<file path="config.mk">
export PLATFORM = sky130hd
export DESIGN_NAME = uart_irq_fifo_control
export DESIGN_NICKNAME = d
export VERILOG_FILES = /design/src/rtl/uart_ctrl_pkg.sv /design/src/rtl/fifo_level_if.sv /design/src/rtl/fifo_level_ctrl.sv /design/src/rtl/uart_irq_fifo_control.sv
export SDC_FILE = /design/constraint.sdc
export NUM_CORES = 1
export LEC_CHECK = 0
export BUFFER_PORTS_ARGS = -buffer_cell sky130_fd_sc_hd__buf_2
export CAP_MARGIN = 20
export CORE_MARGIN = 2
export CORE_UTILIZATION = 35
export DETAILED_ROUTE_END_ITERATION = 12
export SYNTH_ARGS = -nofsm -noshare
export SYNTH_HDL_FRONTEND = slang
export SYNTH_SLANG_ARGS = --single-unit
</file>
<file path="constraint.sdc">
create_clock -name aclk -period 6 [get_ports aclk]
set_clock_uncertainty 0.05 [all_clocks]
set_input_delay 0.6 -clock aclk [delete_from_list [all_inputs] [get_ports aclk]]
set_output_delay 0.6 -clock aclk [all_outputs]
set_load 0.01 [all_outputs]
</file>
<file path="src/rtl/uart_ctrl_pkg.sv">
package uart_ctrl_pkg;
    // Register byte addresses
    localparam logic [31:0] BUF_DIVLOW_ADDR = 32'h5000_1000;
    localparam logic [31:0] IRQ_ENABLE_DIVISOR_HIGH_ADDR = 32'h5000_1004;
    localparam logic [31:0] IRQ_IDENT_FIFO_CONTROL_ADDR = 32'h5000_1008;
    localparam logic [31:0] LINE_CTRL_ADDR = 32'h5000_100c;
    localparam logic [31:0] MODEM_CTRL_ADDR = 32'h5000_1010;

    // Reset value of every stored field
    localparam logic [7:0] REG_RESET = 8'h00;

    // Writable bits of the enable, FIFO control and modem control registers
    localparam logic [7:0] IRQ_EN_MASK = 8'h8f;
    localparam logic [7:0] FIFO_CTL_MASK = 8'hf9;
    localparam logic [7:0] MODEM_CTL_MASK = 8'h7f;

    // Interrupt-enable fields
    localparam int PROG_TX_EMPTY_BIT = 7;
    localparam int MODEM_STATUS_EN_BIT = 3;
    localparam int LINE_STATUS_EN_BIT = 2;
    localparam int TX_HOLDING_EMPTY_EN_BIT = 1;
    localparam int RX_DATA_EN_BIT = 0;

    // FIFO control fields
    localparam int RX_TRIGGER_LSB = 6;
    localparam int TX_THRESHOLD_LSB = 4;
    localparam int DMA_MODE_BIT = 3;
    localparam int TX_FLUSH_BIT = 2;
    localparam int RX_FLUSH_BIT = 1;
    localparam int FIFO_ENABLE_BIT = 0;

    // Line and modem control fields
    localparam int DIVISOR_ACCESS_BIT = 7;
    localparam int AUTO_FLOW_BIT = 5;
    localparam int RTS_CTRL_BIT = 1;

    localparam logic [1:0] FIFO_STATE_ON = 2'h3;
    localparam logic [1:0] FIFO_STATE_OFF = 2'h0;

    localparam logic [1:0] RESP_OKAY = 2'h0;
    localparam logic [1:0] RESP_SLVERR = 2'h2;

    // Baud tick is sixteen times the bit rate
    localparam int BAUD_OVERSAMPLE = 16;

    localparam int FIFO_RX = 0;
    localparam int FIFO_TX = 1;

    typedef enum logic [3:0] {
        CAUSE_MODEM = 4'h0,
        CAUSE_NONE = 4'h1,
        CAUSE_TX_EMPTY = 4'h2,
        CAUSE_RX_DATA = 4'h4,
        CAUSE_LINE = 4'h6,
        CAUSE_BUSY = 4'h7,
        CAUSE_TIMEOUT = 4'hc
    } irq_cause_code_t;
endpackage

</file>
<file path="src/rtl/fifo_level_if.sv">
`timescale 1ns/1ps
interface fifo_level_if #(parameter int LW = 5);
    logic push;
    logic pop;
    logic flush;
    logic single;
    logic [LW-1:0] level;
    logic full;
    logic empty;
    modport ctrl(input push, pop, flush, single, output level, full, empty);
    modport user(output push, pop, flush, single, input level, full, empty);
endinterface

</file>
<file path="src/rtl/fifo_level_ctrl.sv">
`timescale 1ns/1ps
module fifo_level_ctrl #(
    parameter int DEPTH = 16
)(
    input wire logic aclk,       // System clock
    input wire logic aresetn,    // Synchronous reset, active low
    fifo_level_if.ctrl fl        // Level control and status
);
    localparam int LW = $clog2(DEPTH + 1);
    logic [LW-1:0] level_ff;
    logic [LW-1:0] nxt_level;
    logic [LW-1:0] limit;

    // Single-character buffering when the FIFOs are off
    assign limit = fl.single ? LW'(1) : LW'(DEPTH);
    assign fl.level = level_ff;
    assign fl.full = (level_ff == limit);
    assign fl.empty = (level_ff == '0);

    always_comb
    begin
        nxt_level = level_ff;
        if (fl.flush)
            nxt_level = '0;
        else if (fl.push && !fl.full && !(fl.pop && !fl.empty))
            nxt_level = level_ff + LW'(1);
        else if (fl.pop && !fl.empty && !(fl.push && !fl.full))
            nxt_level = level_ff - LW'(1);
    end

    always_ff @(posedge aclk)
    begin
        if (!aresetn)
            level_ff <= '0;
        else
            level_ff <= nxt_level;
    end
endmodule

</file>
<file path="src/rtl/uart_irq_fifo_control.sv">
// Local design decision: the AXI4-Lite slave port.
`timescale 1ns/1ps
// Contract
// - Divisor access maps high divisor at enables
// - Enable bit 7 selects programmable empty mode
// - Enable bit 3 gates modem status, fourth
// - Enable bit 2 gates line status, first
// - Enable bit 1 gates transmit empty, third
// - Enable bit 0 gates receive and timeout
// - Shared location reads identification, writes control
// - Identification 7:6 shows FIFO enable state
// - Identification 3:0 gives top pending cause
// - Control 7:6 selects receive trigger level
// - Auto flow drops request-to-send at trigger
// - Receive DMA request uses receive trigger
// - Control 5:4 selects transmit empty threshold
// - Transmit DMA request uses transmit threshold
// - Control bit 3 selects DMA mode
// - Control bit 2 empties transmit FIFO, self-clears
// - Control bit 1 empties receive FIFO, self-clears
// - Control bit 0 enables FIFOs
// - Divisor access bit selects divisor bytes
// - Baud equals clock over sixteen times divisor
module uart_irq_fifo_control #(
    parameter int FIFO_DEPTH = 16
)(
    input wire logic aclk,                  // System clock
    input wire logic aresetn,               // Sync reset, active low
    input wire logic [31:0] s_axi_awaddr,   // Write address
    input wire logic s_axi_awvalid,         // Write address valid
    output logic s_axi_awready,             // Write address ready
    input wire logic [31:0] s_axi_wdata,    // Write data
    input wire logic [3:0] s_axi_wstrb,     // Write byte strobes
    input wire logic s_axi_wvalid,          // Write data valid
    output logic s_axi_wready,              // Write data ready
    output logic [1:0] s_axi_bresp,         // Write response
    output logic s_axi_bvalid,              // Write response valid
    input wire logic s_axi_bready,          // Write response ready
    input wire logic [31:0] s_axi_araddr,   // Read address
    input wire logic s_axi_arvalid,         // Read address valid
    output logic s_axi_arready,             // Read address ready
    output logic [31:0] s_axi_rdata,        // Read data
    output logic [1:0] s_axi_rresp,         // Read response
    output logic s_axi_rvalid,              // Read data valid
    input wire logic s_axi_rready,          // Read data ready
    input wire logic rx_char_push,          // Receiver stores a character
    input wire logic tx_char_pop,           // Transmitter takes a character
    input wire logic line_status_pending,   // Line error condition
    input wire logic modem_status_pending,  // Modem input change
    input wire logic char_timeout_pending,  // Receive timeout condition
    input wire logic busy_detect_pending,   // Write while busy
    output logic rts_n,                     // Request to send, active low
    output logic dma_rx_req_n,              // Receive DMA request, low
    output logic dma_tx_req_n,              // Transmit DMA request, low
    output logic baud16_tick                // One pulse per sixteenth bit
);
    import uart_ctrl_pkg::*;
    localparam int LW = $clog2(FIFO_DEPTH + 1);

    function automatic logic is_mapped(input logic [31:0] addr);
        is_mapped = (addr == BUF_DIVLOW_ADDR)
            || (addr == IRQ_ENABLE_DIVISOR_HIGH_ADDR)
            || (addr == IRQ_IDENT_FIFO_CONTROL_ADDR)
            || (addr == LINE_CTRL_ADDR) || (addr == MODEM_CTRL_ADDR);
    endfunction

    ////////////////////////////////////////////////////////////////////
    // FIFO level control
    fifo_level_if #(.LW(LW)) fl [2] ();
    genvar g;
    for (g = 0; g < 2; g++)
    begin : g_fifo
        fifo_level_ctrl #(.DEPTH(FIFO_DEPTH)) u_level (
            .aclk(aclk),
            .aresetn(aresetn),
            .fl(fl[g])
        );
    end

    logic [7:0] div_low_ff, nxt_div_low;
    logic [7:0] div_high_ff, nxt_div_high;
    logic [7:0] irq_en_ff, nxt_irq_en;
    logic [7:0] fifo_ctl_ff, nxt_fifo_ctl;
    logic [7:0] line_ctl_ff, nxt_line_ctl;
    logic [7:0] modem_ctl_ff, nxt_modem_ctl;
    logic tx_push, rx_pop, tx_flush, rx_flush, tx_holding_empty_clr;
    logic divisor_access_select, fifo_enable_bit, dma_signal_mode;
    logic [1:0] rx_trigger_level, tx_empty_threshold;
    logic [LW-1:0] rx_level, tx_level, rx_trig_eff, tx_thr_eff;

    assign divisor_access_select = line_ctl_ff[DIVISOR_ACCESS_BIT];
    assign fifo_enable_bit = fifo_ctl_ff[FIFO_ENABLE_BIT];
    assign dma_signal_mode = fifo_ctl_ff[DMA_MODE_BIT];
    assign rx_trigger_level = fifo_ctl_ff[RX_TRIGGER_LSB +: 2];
    assign tx_empty_threshold = fifo_ctl_ff[TX_THRESHOLD_LSB +: 2];
    assign rx_level = fl[FIFO_RX].level;
    assign tx_level = fl[FIFO_TX].level;

    assign fl[FIFO_RX].push = rx_char_push;
    assign fl[FIFO_RX].pop = rx_pop;
    assign fl[FIFO_RX].flush = rx_flush;
    assign fl[FIFO_RX].single = !fifo_enable_bit;
    assign fl[FIFO_TX].push = tx_push;
    assign fl[FIFO_TX].pop = tx_char_pop;
    assign fl[FIFO_TX].flush = tx_flush;
    assign fl[FIFO_TX].single = !fifo_enable_bit;

    // Receive trigger: one, quarter, half, two below full
    always_comb
    begin
        unique case (rx_trigger_level)
            2'h0: rx_trig_eff = LW'(1);
            2'h1: rx_trig_eff = LW'(FIFO_DEPTH / 4);
            2'h2: rx_trig_eff = LW'(FIFO_DEPTH / 2);
            2'h3: rx_trig_eff = LW'(FIFO_DEPTH - 2);
        endcase
        if (!fifo_enable_bit)
            rx_trig_eff = LW'(1);
    end

    // Transmit threshold: empty, two, quarter, half
    always_comb
    begin
        unique case (tx_empty_threshold)
            2'h0: tx_thr_eff = '0;
            2'h1: tx_thr_eff = LW'(2);
            2'h2: tx_thr_eff = LW'(FIFO_DEPTH / 4);
            2'h3: tx_thr_eff = LW'(FIFO_DEPTH / 2);
        endcase
        if (!fifo_enable_bit)
            tx_thr_eff = '0;
    end

    ////////////////////////////////////////////////////////////////////
    // Interrupt identification
    logic tx_empty_cond, tx_holding_empty_ff, nxt_tx_holding_empty, tx_cond_d_ff;
    logic pend_line, pend_rx, pend_to, pend_tx, pend_ms;
    irq_cause_code_t cause;

    // Programmable mode only applies with FIFOs on
    assign tx_empty_cond = (irq_en_ff[PROG_TX_EMPTY_BIT] && fifo_enable_bit)
        ? (tx_level <= tx_thr_eff) : fl[FIFO_TX].empty;

    always_comb
    begin
        // New empty event wins over a same-cycle clear
        nxt_tx_holding_empty = (tx_holding_empty_ff && !tx_holding_empty_clr) || (tx_empty_cond && !tx_cond_d_ff);
        pend_line = irq_en_ff[LINE_STATUS_EN_BIT] && line_status_pending;
        pend_rx = irq_en_ff[RX_DATA_EN_BIT] && (rx_level >= rx_trig_eff);
        pend_to = irq_en_ff[RX_DATA_EN_BIT] && fifo_enable_bit
            && char_timeout_pending;
        pend_tx = irq_en_ff[TX_HOLDING_EMPTY_EN_BIT] && tx_holding_empty_ff;
        pend_ms = irq_en_ff[MODEM_STATUS_EN_BIT] && modem_status_pending;
        if (pend_line)
            cause = CAUSE_LINE;
        else if (pend_rx)
            cause = CAUSE_RX_DATA;
        else if (pend_to)
            cause = CAUSE_TIMEOUT;
        else if (pend_tx)
            cause = CAUSE_TX_EMPTY;
        else if (pend_ms)
            cause = CAUSE_MODEM;
        else if (busy_detect_pending)
            cause = CAUSE_BUSY;
        else
            cause = CAUSE_NONE;
    end

    always_ff @(posedge aclk)
    begin
        if (!aresetn)
        begin
            tx_holding_empty_ff <= 1'b0;
            tx_cond_d_ff <= 1'b0;
        end
        else
        begin
            tx_holding_empty_ff <= nxt_tx_holding_empty;
            tx_cond_d_ff <= tx_empty_cond;
        end
    end

    ////////////////////////////////////////////////////////////////////
    // AXI4-Lite slave and register file
    logic aw_full_ff, nxt_aw_full, w_full_ff, nxt_w_full;
    logic [31:0] awaddr_ff, nxt_awaddr, wdata_ff, nxt_wdata;
    logic wstrb0_ff, nxt_wstrb0;
    logic nxt_awready, nxt_wready, nxt_bvalid, nxt_arready, nxt_rvalid;
    logic [1:0] nxt_bresp, nxt_rresp;
    logic [31:0] nxt_rdata;
    logic wr_go, ar_hs;
    logic [7:0] wb, rd_byte;

    assign ar_hs = s_axi_arvalid && s_axi_arready;
    assign wr_go = aw_full_ff && w_full_ff && !s_axi_bvalid;
    assign wb = wdata_ff[7:0];

    always_comb
    begin
        nxt_div_low = div_low_ff;
        nxt_div_high = div_high_ff;
        nxt_irq_en = irq_en_ff;
        nxt_fifo_ctl = fifo_ctl_ff;
        nxt_line_ctl = line_ctl_ff;
        nxt_modem_ctl = modem_ctl_ff;
        tx_push = 1'b0;
        rx_pop = 1'b0;
        tx_flush = 1'b0;
        rx_flush = 1'b0;
        tx_holding_empty_clr = 1'b0;
        rd_byte = 8'h00;
        nxt_aw_full = aw_full_ff || (s_axi_awvalid && s_axi_awready);
        nxt_w_full = w_full_ff || (s_axi_wvalid && s_axi_wready);
        nxt_awaddr = s_axi_awready ? s_axi_awaddr : awaddr_ff;
        nxt_wdata = s_axi_wready ? s_axi_wdata : wdata_ff;
        nxt_wstrb0 = s_axi_wready ? s_axi_wstrb[0] : wstrb0_ff;
        nxt_bvalid = s_axi_bvalid && !s_axi_bready;
        nxt_bresp = s_axi_bresp;
        if (wr_go)
        begin
            nxt_aw_full = 1'b0;
            nxt_w_full = 1'b0;
            nxt_bvalid = 1'b1;
            nxt_bresp = is_mapped(awaddr_ff) ? RESP_OKAY : RESP_SLVERR;
            if (wstrb0_ff)
            begin
                unique case (awaddr_ff)
                    BUF_DIVLOW_ADDR:
                        if (divisor_access_select)
                            nxt_div_low = wb;
                        else
                        begin
                            tx_push = 1'b1;
                            tx_holding_empty_clr = 1'b1;
                        end
                    IRQ_ENABLE_DIVISOR_HIGH_ADDR:
                        if (divisor_access_select)
                            nxt_div_high = wb;
                        else
                            nxt_irq_en = wb & IRQ_EN_MASK;
                    IRQ_IDENT_FIFO_CONTROL_ADDR:
                    begin
                        // Flush bits are pulses, never stored
                        nxt_fifo_ctl = wb & FIFO_CTL_MASK;
                        tx_flush = wb[TX_FLUSH_BIT];
                        rx_flush = wb[RX_FLUSH_BIT];
                        // Toggling FIFO enable drops stale contents
                        if (wb[FIFO_ENABLE_BIT] != fifo_enable_bit)
                        begin
                            tx_flush = 1'b1;
                            rx_flush = 1'b1;
                        end
                    end
                    LINE_CTRL_ADDR:
                        nxt_line_ctl = wb;
                    MODEM_CTRL_ADDR:
                        nxt_modem_ctl = wb & MODEM_CTL_MASK;
                    default:
                        nxt_line_ctl = line_ctl_ff;
                endcase
            end
        end
        nxt_awready = !nxt_aw_full && !nxt_bvalid;
        nxt_wready = !nxt_w_full && !nxt_bvalid;

        nxt_rvalid = s_axi_rvalid && !s_axi_rready;
        nxt_rdata = s_axi_rdata;
        nxt_rresp = s_axi_rresp;
        if (ar_hs)
        begin
            unique case (s_axi_araddr)
                BUF_DIVLOW_ADDR:
                    if (divisor_access_select)
                        rd_byte = div_low_ff;
                    else
                        rx_pop = 1'b1;
                IRQ_ENABLE_DIVISOR_HIGH_ADDR:
                    rd_byte = divisor_access_select
                        ? div_high_ff : irq_en_ff;
                IRQ_IDENT_FIFO_CONTROL_ADDR:
                begin
                    rd_byte = {fifo_enable_bit ? FIFO_STATE_ON
                        : FIFO_STATE_OFF, 2'h0, cause};
                    // Reading the empty cause acknowledges it
                    tx_holding_empty_clr = tx_holding_empty_clr || (cause == CAUSE_TX_EMPTY);
                end
                LINE_CTRL_ADDR:
                    rd_byte = line_ctl_ff;
                MODEM_CTRL_ADDR:
                    rd_byte = modem_ctl_ff;
                default:
                    rd_byte = 8'h00;
            endcase
            nxt_rvalid = 1'b1;
            nxt_rdata = {24'h000000, rd_byte};
            nxt_rresp = is_mapped(s_axi_araddr) ? RESP_OKAY : RESP_SLVERR;
        end
        nxt_arready = !nxt_rvalid;
    end

    always_ff @(posedge aclk)
    begin
        if (!aresetn)
        begin
            div_low_ff <= REG_RESET;
            div_high_ff <= REG_RESET;
            irq_en_ff <= REG_RESET;
            fifo_ctl_ff <= REG_RESET;
            line_ctl_ff <= REG_RESET;
            modem_ctl_ff <= REG_RESET;
            aw_full_ff <= 1'b0;
            w_full_ff <= 1'b0;
            awaddr_ff <= 32'h00000000;
            wdata_ff <= 32'h00000000;
            wstrb0_ff <= 1'b0;
            s_axi_awready <= 1'b0;
            s_axi_wready <= 1'b0;
            s_axi_bvalid <= 1'b0;
            s_axi_bresp <= RESP_OKAY;
            s_axi_arready <= 1'b0;
            s_axi_rvalid <= 1'b0;
            s_axi_rdata <= 32'h00000000;
            s_axi_rresp <= RESP_OKAY;
        end
        else
        begin
            div_low_ff <= nxt_div_low;
            div_high_ff <= nxt_div_high;
            irq_en_ff <= nxt_irq_en;
            fifo_ctl_ff <= nxt_fifo_ctl;
            line_ctl_ff <= nxt_line_ctl;
            modem_ctl_ff <= nxt_modem_ctl;
            aw_full_ff <= nxt_aw_full;
            w_full_ff <= nxt_w_full;
            awaddr_ff <= nxt_awaddr;
            wdata_ff <= nxt_wdata;
            wstrb0_ff <= nxt_wstrb0;
            s_axi_awready <= nxt_awready;
            s_axi_wready <= nxt_wready;
            s_axi_bvalid <= nxt_bvalid;
            s_axi_bresp <= nxt_bresp;
            s_axi_arready <= nxt_arready;
            s_axi_rvalid <= nxt_rvalid;
            s_axi_rdata <= nxt_rdata;
            s_axi_rresp <= nxt_rresp;
        end
    end

    ////////////////////////////////////////////////////////////////////
    // Flow control, DMA requests and baud divider
    logic nxt_rts_n, nxt_dma_rx_n, nxt_dma_tx_n, nxt_tick;
    logic [15:0] baud_cnt_ff, nxt_baud_cnt, divisor;

    assign divisor = {div_high_ff, div_low_ff};

    always_comb
    begin
        if (modem_ctl_ff[AUTO_FLOW_BIT] && fifo_enable_bit)
            nxt_rts_n = (rx_level >= rx_trig_eff);
        else
            nxt_rts_n = !modem_ctl_ff[RTS_CTRL_BIT];
        nxt_dma_rx_n = dma_rx_req_n;
        nxt_dma_tx_n = dma_tx_req_n;
        if (!dma_signal_mode || !fifo_enable_bit)
        begin
            nxt_dma_rx_n = fl[FIFO_RX].empty;
            nxt_dma_tx_n = !fl[FIFO_TX].empty;
        end
        else
        begin
            // Mode 1 requests hold until the FIFO is drained or filled
            if (rx_level >= rx_trig_eff)
                nxt_dma_rx_n = 1'b0;
            else if (fl[FIFO_RX].empty)
                nxt_dma_rx_n = 1'b1;
            if (tx_level <= tx_thr_eff)
                nxt_dma_tx_n = 1'b0;
            else if (fl[FIFO_TX].full)
                nxt_dma_tx_n = 1'b1;
        end
        // Divisor of zero stops the tick
        nxt_tick = 1'b0;
        nxt_baud_cnt = baud_cnt_ff + 16'h0001;
        if (divisor == 16'h0000)
            nxt_baud_cnt = 16'h0000;
        else if (nxt_baud_cnt >= divisor)
        begin
            nxt_baud_cnt = 16'h0000;
            nxt_tick = 1'b1;
        end
    end

    always_ff @(posedge aclk)
    begin
        if (!aresetn)
        begin
            rts_n <= 1'b1;
            dma_rx_req_n <= 1'b1;
            dma_tx_req_n <= 1'b1;
            baud16_tick <= 1'b0;
            baud_cnt_ff <= 16'h0000;
        end
        else
        begin
            rts_n <= nxt_rts_n;
            dma_rx_req_n <= nxt_dma_rx_n;
            dma_tx_req_n <= nxt_dma_tx_n;
            baud16_tick <= nxt_tick;
            baud_cnt_ff <= nxt_baud_cnt;
        end
    end
endmodule

</file>
==> results_dict.tcl, run 1 <==
set metrics [dict create \
    worstRegToRegCells 14 \
    fin_crit_ps 3602 \
    final.setup.tns_ps 0 \
    cts_setup_buffers 0 \
    cts_hold_buf 0 \
    whs_path_depth 3 \
    ios 158 \
    outcome "finished, final reports clean" \
    drc_errors 0 \
    layout_common_cells "131 x dfxtp_1, 122 x nor2_1, 104 x buf_2" \
    crit-reg2reg-launch "awaddr_ff[24]" \
    final-setup-viol-count 0 \
    criticalPathCategory "in2reg" \
    clock-sinks 132 \
    start_util 0.3576 \
    hold_class "in2reg" \
    wirelength_mm 15.66 \
    core_sq_um 18710 \
    fin_crit_sh 0.6004 \
    gr-total-overflow 0 \
    tightest_slew_ps 991.6 \
    drive_gt1_frac 0.1816 \
    drt_iter0_markers 219 \
    n_fill_cell 1864 \
    cts_tree "yes" \
    path_clk_slew_ps 60 \
    synth.distinct_cells 70 \
    multi_input_area_sq_um 3705 \
    syn_area_sq_um 6689 \
    antenna_cells 0 \
    cts_buffer_depth 2 \
    peakVddDrop_uv 205.6 \
    vias 5361 \
    start_kind "primary input" \
    fp.dieArea_sq_um 20230 \
    slew_headroom 0.3389 \
    clock-root-buffer "clkbuf_16" \
    clk_latency_ps 420 \
    crit_arrival_ps 3860 \
    dp_hpwl_mm 11.29 \
    layout_commonest_cell "dfxtp_1" \
    track_usage 0.1605 \
    rsz0062_at_grt "false" \
    synthFlopType "dfxtp_1" \
    die-width_um 142.2 \
    grt_pass1_vias 5187 \
    r2r_slack_ps 2590 \
    synth-edff-count 0 \
    row_count 50 \
    io_buffers 104 \
    fin_util 0.4228 \
    holdPathEnd "wdata_ff[3]" \
    max_freq_mhz 277.6 \
    leakagePower_nw 3.440 \
    ys_warn_count 0 \
    postSynthAreaPerCell_sq_um 8.990 \
    antenna_found_initial 2 \
    cts_max_level 4 \
    gp_congestion 0.7754 \
    antenna_left 0 \
    finalHoldViolCount 0 \
    synthCells 744 \
    avgRoutedWirePerCell_um 14.47 \
    cap_violations 0 \
    min_from "s_axi_wdata[3]" \
    worstPathMaxFanout 6 \
    cts-resized-gates 0 \
    synth_async_sr_flop_share 0 \
    nets 982 \
    area_growth_pct 18.24 \
    seq_area_sq_um 2644 \
    required_ps 6250 \
    powerDensity_nw_per_um2 330.0 \
    grt_max_degree 53 \
    numCtsBuffers 17 \
    drv_slew 0 \
    dr.pass1.iters 5 \
    yosysSeqAreaShare 0.3951 \
    crit_path_end_kind "register" \
    grt_pass1_wl_mm 25.40 \
    die_h_um 142.2 \
    crit_start "s_axi_araddr[9]" \
    via_per_inst 4.955 \
    ys_ff_latch 132 \
    timing.rr.end "g_fifo[1].u_level.fl.level[4]" \
]
synth_stat cells (3+ instances only):
cell type / instances / area, sq um
a21o_1: 9 / 67.56
a21oi_1: 33 / 165.2
a22o_1: 5 / 43.79
a22oi_1: 3 / 22.52
a31oi_1: 5 / 31.28
and3_1: 6 / 37.54
buf_1: 5 / 18.77
buf_2: 4 / 20.02
buf_4: 26 / 195.2
clkbuf_1: 21 / 78.83
dfxtp_1: 132 / 2643
ha_1: 32 / 400.4
inv_1: 25 / 93.84
mux2i_1: 84 / 840.8
nand2_1: 38 / 142.6
nand2b_1: 5 / 31.28
nand3_1: 23 / 115.1
nand3b_1: 4 / 30.03
nand4_1: 8 / 50.05
nor2_1: 122 / 457.9
nor2b_1: 21 / 131.4
nor3_1: 6 / 30.03
nor4_1: 16 / 100.1
nor4b_1: 3 / 26.28
o21a_1: 3 / 22.52
o21ai_0: 22 / 110.1
o21ai_1: 6 / 30.03
or3_1: 4 / 25.02
xnor2_1: 12 / 105.1
xor2_1: 11 / 96.34
routing by layer:
| metal | vias to the layer above | GRT usage | part of all wire |
|---|---|---|---|
| met5 | - | 0 | 0.0011 |
| met4 | 2 | 0.07053 | 0.022 |
| met3 | 25 | 0.04980 | 0.074 |
| met2 | 170 | 0.2510 | 0.43 |
| met1 | 2425 | 0.2039 | 0.48 |
| li1 | 2739 | - | - |
flip-flops by register name (all words and copies together) (netlist names), 5 cells and up:
name and count:
line_ctl_ff 8, s_axi_rdata 8, g_fifo.u_level.fl.level 10, baud_cnt_ff 16, div_low_ff 8, div_high_ff 8
fifo_ctl_ff 6, modem_ctl_ff 7, awaddr_ff 32, irq_en_ff 5, wdata_ff 8
worst max path at each step:
| stage | end | cells after the start |
|---|---|---|
| final | g_fifo[0].u_level.fl.level[4] | 14 |
| after global routing | g_fifo[0].u_level.fl.level[4] | 14 |
| after CTS | g_fifo[0].u_level.fl.level[4] | 14 |
| after detailed placement | g_fifo[0].u_level.fl.level[4] | 14 |
| after global placement | g_fifo[0].u_level.fl.level[4] | 14 |
| after floorplan | g_fifo[0].u_level.fl.level[4] | 13 |
power by group:
part | switching [W] | total (W) | internal, W
sequential | 0.0000798 | 0.00102 | 0.000939
clock | 0.000384 | 0.00114 | 0.000756
combinational | 0.000229 | 0.000452 | 0.000223
total | 0.000693 | 0.00261 | 0.00192
cell families after synthesis:
kind of cell             share of synthesized area
AO/OA/AOI/OAI                               0.1038
XOR/XNOR                                   0.03012
adder cells (fa/ha/maj)                    0.06584
buffers and inverters                      0.06510
flip-flops                                  0.3951
multiplexers                                0.1274
other                                    0.0005606
AND/OR/NAND/NOR                             0.2121
per-stage QoR:
| stage | power [W] | std cells | hold WS [ps] | worst slack [ps] | cell area (sq um) |
|---|---|---|---|---|---|
| global placement | 0.001481 | 1050 | 400.4 | 2044 | 7267 |
| global route | 0.002743 | 1082 | 359.0 | 2151 | 7909 |
| detailed placement | 0.001487 | 1050 | 412.0 | 1981 | 7267 |
| finish | 0.002610 | 1082 | 361.2 | 2398 | 7909 |
| CTS | 0.002635 | 1082 | 345.9 | 2428 | 7909 |
| floorplan | 0.001380 | 769 | 395.8 | 2656 | 6783 |
worst max-delay path, cell delays in order:
cell and delay, ps:
buf_2 100, nor4b_1 300, nand4_1 320, nor3_1 700, nand2_1 180, ha_1 280, inv_1 110, ha_1 260
nor2b_1 160, o21a_1 180, or3_1 300, a21oi_1 190, xnor2_1 130, nor2_1 50
cell type report:
type	instances	share of cell area
multi-input combinational	553	0.4684
clock buffer	22	0.05869
timing repair buffer	105	0.06676
tap	234	0.03702
inverter	26	0.01234
clock inverter	10	0.02246
sequential	132	0.3343
Power figures use the tool's default switching activity.
==> run 2: changes to the inputs <==
clock period = 3.5 ns   (was 6 ns; I/O delays follow)
==> run 2 against run 1 <==
  * Clock power rose by 71%
  * Count of clock-buffer cells in the layout fell by 4
  * Final area grew 1.0%
  * Non-clock buffer count up 10
  * Total power up 71%
  * Sequential share of layout area down 0.34 points
  * Routed wire length down 0.56%
  * First-iteration DRC count increased by 8.7%
==> results_dict.tcl, run 2 (synthesized netlist as in run 1, its figures left out) <==
set metrics [dict create \
    fin_crit_sh 0.8954 \
    drv_slew 0 \
    cts_max_level 4 \
    path_delay_family "simple AND/OR/NAND/NOR gates" \
    path_clk_slew_ps 60 \
    vias 5381 \
    finalInstanceArea_sq_um 7990 \
    antenna_left 0 \
    slew_headroom 0.3466 \
    cap_violations 0 \
    crit_path_end_kind "register" \
    row_count 50 \
    leakagePower_nw 3.484 \
    largest_register_ffs 32 \
    cts_setup_buffers 0 \
    antenna_cells 0 \
    cp_cell_sequence "nor4_1 > nand4_2 > nor4_4 > nand3b_1 > nor2_1 > ha_1 > inv_1 > fa_1 > a21o_1 > a21oi_1 > xnor2_1 > nor2_1 > xnor2_1 > nor2_1" \
    place_inst 1060 \
    grt_max_degree 46 \
    core_sq_um 18710 \
    start_kind "register" \
    slowest_delay_ps 410 \
    die_h_um 142.2 \
    gr-total-overflow 0 \
    start_util 0.3576 \
    fin_cells 1092 \
    cp_num_buf_inv 1 \
    final-setup-viol-count 0 \
    dr.pass1.iters 4 \
    drt_iter0_markers 238 \
    die-width_um 142.2 \
    ios 158 \
    gp_congestion 0.7849 \
    grt_pass1_wl_mm 25.38 \
    powerDensity_nw_per_um2 560.1 \
    crit_slowest_cell "fa_1" \
    clock-root-buffer "clkbuf_16" \
    layout_common_cells "131 x dfxtp_1, 122 x nor2_1, 104 x buf_2" \
    whs_ps 111.3 \
    fp.dieArea_sq_um 20230 \
    final.setup.tns_ps 0 \
    multi_input_area_sq_um 3705 \
    peakVddDrop_uv 364.3 \
    criticalPathCategory "reg2reg" \
    drive_gt1_frac 0.1946 \
    cts_hold_buf 0 \
    avgRoutedWirePerCell_um 14.26 \
    cpMostUsedCell "nor2_1" \
    postPlaceCellArea_sq_um 7342 \
    track_usage 0.1597 \
    nets 992 \
    rsz0062_at_grt "false" \
    drc_errors 0 \
    n_fill_cell 1850 \
    outcome "finished, final reports clean" \
    grt_pass1_vias 5092 \
    area_growth_pct 19.45 \
    hold_class "in2reg" \
    cts_buffer_depth 2 \
    required_ps 3760 \
    clock-sinks 132 \
    dp_hpwl_mm 11.46 \
    clk_latency_ps 420 \
    worstPathMaxFanout 4 \
    fin_crit_ps 3134 \
    io_buffers 104 \
    numCtsBuffers 17 \
    tightest_slew_ps 980.0 \
    via_per_inst 4.928 \
    antenna_found_initial 0 \
    finalHoldViolCount 0 \
    cts_tree "yes" \
    crit_arrival_ps 3390 \
    seq_area_sq_um 2644 \
    layout_commonest_cell "dfxtp_1" \
    wirelength_mm 15.57 \
    cts-resized-gates 0 \
    regMostFlops "awaddr_ff" \
    max_freq_mhz 319.1 \
]
-- run 2: cell count changes in the layout (fill, tap and decap cells not counted) --
cell,delta
clkinvlp_4,+3
clkinv_4,+1
buf_4,+10
clkbuf_1,-3
clkbuf_8,-1
-- run 2: layout make-up --
cell class,count,share of cell area
inverters,26,0.01221
well taps,234,0.03664
clock buffers,18,0.05496
flip-flops and latches,132,0.3309
clock inverters,14,0.02615
multi-input cells,553,0.4637
repair buffers,115,0.07548
-- run 2: stage by stage --
stage | power [W] | worst slack (ps) | util
final | 0.004475 | 366.3 | 0.4272
after global routing | 0.004716 | 67.60 | 0.4272
after CTS | 0.004525 | 302.1 | 0.4272
after detailed placement | 0.002560 | 319.4 | 0.3925
after global placement | 0.002543 | 326.4 | 0.3925
after floorplan | 0.002366 | 406.1 | -
-- run 2: where the power goes --
part / switching (W) / internal [W] / total [W] / leakage [nW]
clock network: 0.000673 / 0.00128 / 0.00195 / 0.308
registers: 0.000138 / 0.00161 / 0.00175 / 1.07
logic: 0.000394 / 0.000384 / 0.000778 / 2.10
total: 0.00121 / 0.00327 / 0.00447 / 3.48
-- run 2: layer usage --
metal / vias to the layer above / GRT usage / part of all wire / routed length, um
li1: 2751 / - / - / -
met1: 2432 / 0.2041 / 0.47 / 7338
met2: 182 / 0.2563 / 0.44 / 6815
met3: 16 / 0.05047 / 0.078 / 1213
met4: 0 / 0.05158 / 0.013 / 206
met5: - / 0 / 0 / 0
-- run 2: worst paths after layout --
path / startpoint / end / slack [ps] / depth (start not counted)
worst max-delay path: awaddr_ff[24] / g_fifo[1].u_level.fl.level[4] / 370 / 14
worst min-delay path: s_axi_awaddr[15] / awaddr_ff[15] / 110 / 3
worst max register to register: awaddr_ff[24] / g_fifo[1].u_level.fl.level[4] / 370 / 14
worst min register to register: tx_cond_d_ff / tx_holding_empty_ff / 420 / 2
-- run 2: worst min-delay path, delay by kind of cell --
family / cells / cell delay, ps
buffers and inverters: 1 / 70
AND/OR/NAND/NOR: 1 / 70
multiplexers: 1 / 50
==> run 3: changes to the inputs <==
CORE_UTILIZATION = 25   (was 35)
==> run 3 against run 2 <==
  * Routed wire length rose by 6.9%
  * Worst setup slack got worse by 56 ps
  * Register-to-register slack got worse by 60 ps
  * Cell count rose by 9.2%
  * Via count rose by 0.85%
  * Largest power group unchanged
  * Die area rose by 39%
==> results_dict.tcl, run 3 (synthesized netlist as in run 1, its figures left out) <==
set metrics [dict create \
    whs_ps 120.7 \
    ios 158 \
    layout_commonest_cell "dfxtp_1" \
    drt_iter0_markers 277 \
    powerDensity_nw_per_um2 559.8 \
    outcome "finished, final reports clean" \
    nets 990 \
    clock-sinks 132 \
    peakVddDrop_uv 337.2 \
    cap_violations 0 \
    drc_errors 0 \
    cts-resized-gates 0 \
    gr-total-overflow 0 \
    start_util 0.2560 \
    drv_slew 0 \
    crit_arrival_ps 3430 \
    vias 5427 \
    via_per_inst 4.553 \
    switchingPower_w 0.001187 \
    grt_pass1_wl_mm 26.72 \
    slew_headroom 0.3332 \
    start_kind "register" \
    regMostFlops "awaddr_ff" \
    rsz0062_at_grt "false" \
    postLayoutSetupSlackWorst_ps 310.2 \
    clock-root-buffer "clkbuf_16" \
    largest_register_ffs 32 \
    antenna_left 0 \
    die_h_um 167.6 \
    crit_slowest_cell "fa_1" \
    avgRoutedWirePerCell_um 13.96 \
    dr.pass1.iters 5 \
    p_clk_frac 0.444 \
    grt_max_degree 88 \
    cp_cell_sequence "nor4_1 > nand4_2 > nor4_4 > nand3b_1 > nor2_1 > ha_1 > inv_1 > fa_1 > a21o_1 > a21oi_1 > xnor2_1 > nor2_1 > xnor2_1 > nor2_1" \
    slowest_delay_ps 410 \
    row_count 59 \
    die-width_um 167.6 \
    tightest_slew_ps 1000 \
    combPwrFrac 0.171 \
    wirelength_mm 16.64 \
    fin_crit_sh 0.9114 \
    core_sq_um 26130 \
    io_buffers 104 \
    final-setup-viol-count 0 \
    numCtsBuffers 17 \
    required_ps 3740 \
    leakagePower_nw 3.495 \
    gp_congestion 0.7541 \
    clk_latency_ps 420 \
    track_usage 0.1197 \
    final.setup.tns_ps 0 \
    grt_pass1_vias 5100 \
    drive_gt1_frac 0.1883 \
    p_sw_frac 0.2607 \
    cpMostUsedCell "nor2_1" \
    cts_setup_buffers 0 \
    max_freq_mhz 313.5 \
    fp.dieArea_sq_um 28080 \
    fin_util 0.3113 \
    n_fill_cell 2741 \
    worstPathMaxFanout 4 \
    hold_class "in2reg" \
    cts_tree "yes" \
    cts_buffer_depth 2 \
    fin_crit_ps 3190 \
    area_growth_pct 21.60 \
    dp_hpwl_mm 12.03 \
    finalHoldViolCount 0 \
    criticalPathCategory "reg2reg" \
    antenna_found_initial 4 \
    p_int_w 0.003366 \
    pre_cts_slack_ps 213.0 \
    layout_common_cells "131 x dfxtp_1, 122 x nor2_1, 104 x buf_2" \
    cts_max_level 4 \
    cts_hold_buf 0 \
    seqPwrFrac 0.384 \
    path_clk_slew_ps 60 \
    crit_path_end_kind "register" \
]
[run 3: final timing paths]
kind,startpoint,end,slack [ps],depth (start not counted)
max,awaddr_ff[24],g_fifo[1].u_level.fl.level[4],310,14
min,s_axi_awaddr[14],awaddr_ff[14],120,3
max reg2reg,awaddr_ff[24],g_fifo[1].u_level.fl.level[4],310,14
min reg2reg,tx_cond_d_ff,tx_holding_empty_ff,430,2
[run 3: routing by layer]
| layer | share of wire | wire [um] | vias to the layer above | track usage |
|---|---|---|---|---|
| li1 | - | - | 2761 | - |
| met1 | 0.48 | 7997 | 2482 | 0.1599 |
| met2 | 0.43 | 7225 | 166 | 0.1826 |
| met3 | 0.075 | 1255 | 14 | 0.04278 |
| met4 | 0.0081 | 134 | 4 | 0.03251 |
| met5 | 0.0016 | 27 | - | 0 |
[run 3: layout make-up]
type | count | area [sq um] | area share
multi-input cells | 553 | 3705 | 0.4555
flip-flops and latches | 132 | 2644 | 0.3250
repair buffers | 113 | 600.6 | 0.07383
clock buffers | 22 | 464.2 | 0.05707
well taps | 335 | 419.2 | 0.05153
clock inverters | 9 | 198.9 | 0.02446
inverters | 26 | 97.59 | 0.01200
diodes | 2 | 5.005 | 0.0006153
[run 3: per-stage QoR]
stage	total power, W	instance area [sq um]	cells
2_1_floorplan	0.002366	6783	769
3_3_place_gp	0.002541	7466	1159
3_5_place_dp	0.002558	7466	1159
4_1_cts	0.004604	8129	1190
5_1_grt	0.004813	8129	1190
6_report	0.004554	8134	1192
[run 3: power groups by stage]
stage	Clock, W	Sequential [W]	Combinational (W)
6_report	0.00202	0.00175	0.000780
5_1_grt	0.00214	0.00177	0.000904
4_1_cts	0.00207	0.00175	0.000786
3_5_place_dp	0	0.00178	0.000776
3_3_place_gp	0	0.00178	0.000760
2_1_floorplan	0	0.00172	0.000649
[run 3: critical path, delay by kind of cell (launching register included)]
family	cells	cell delay, ps
simple gates	7	1400
xor+xnor	2	260
compound gates	2	340
buf+inv	1	100
fa+ha+maj	2	600
flops	1	310
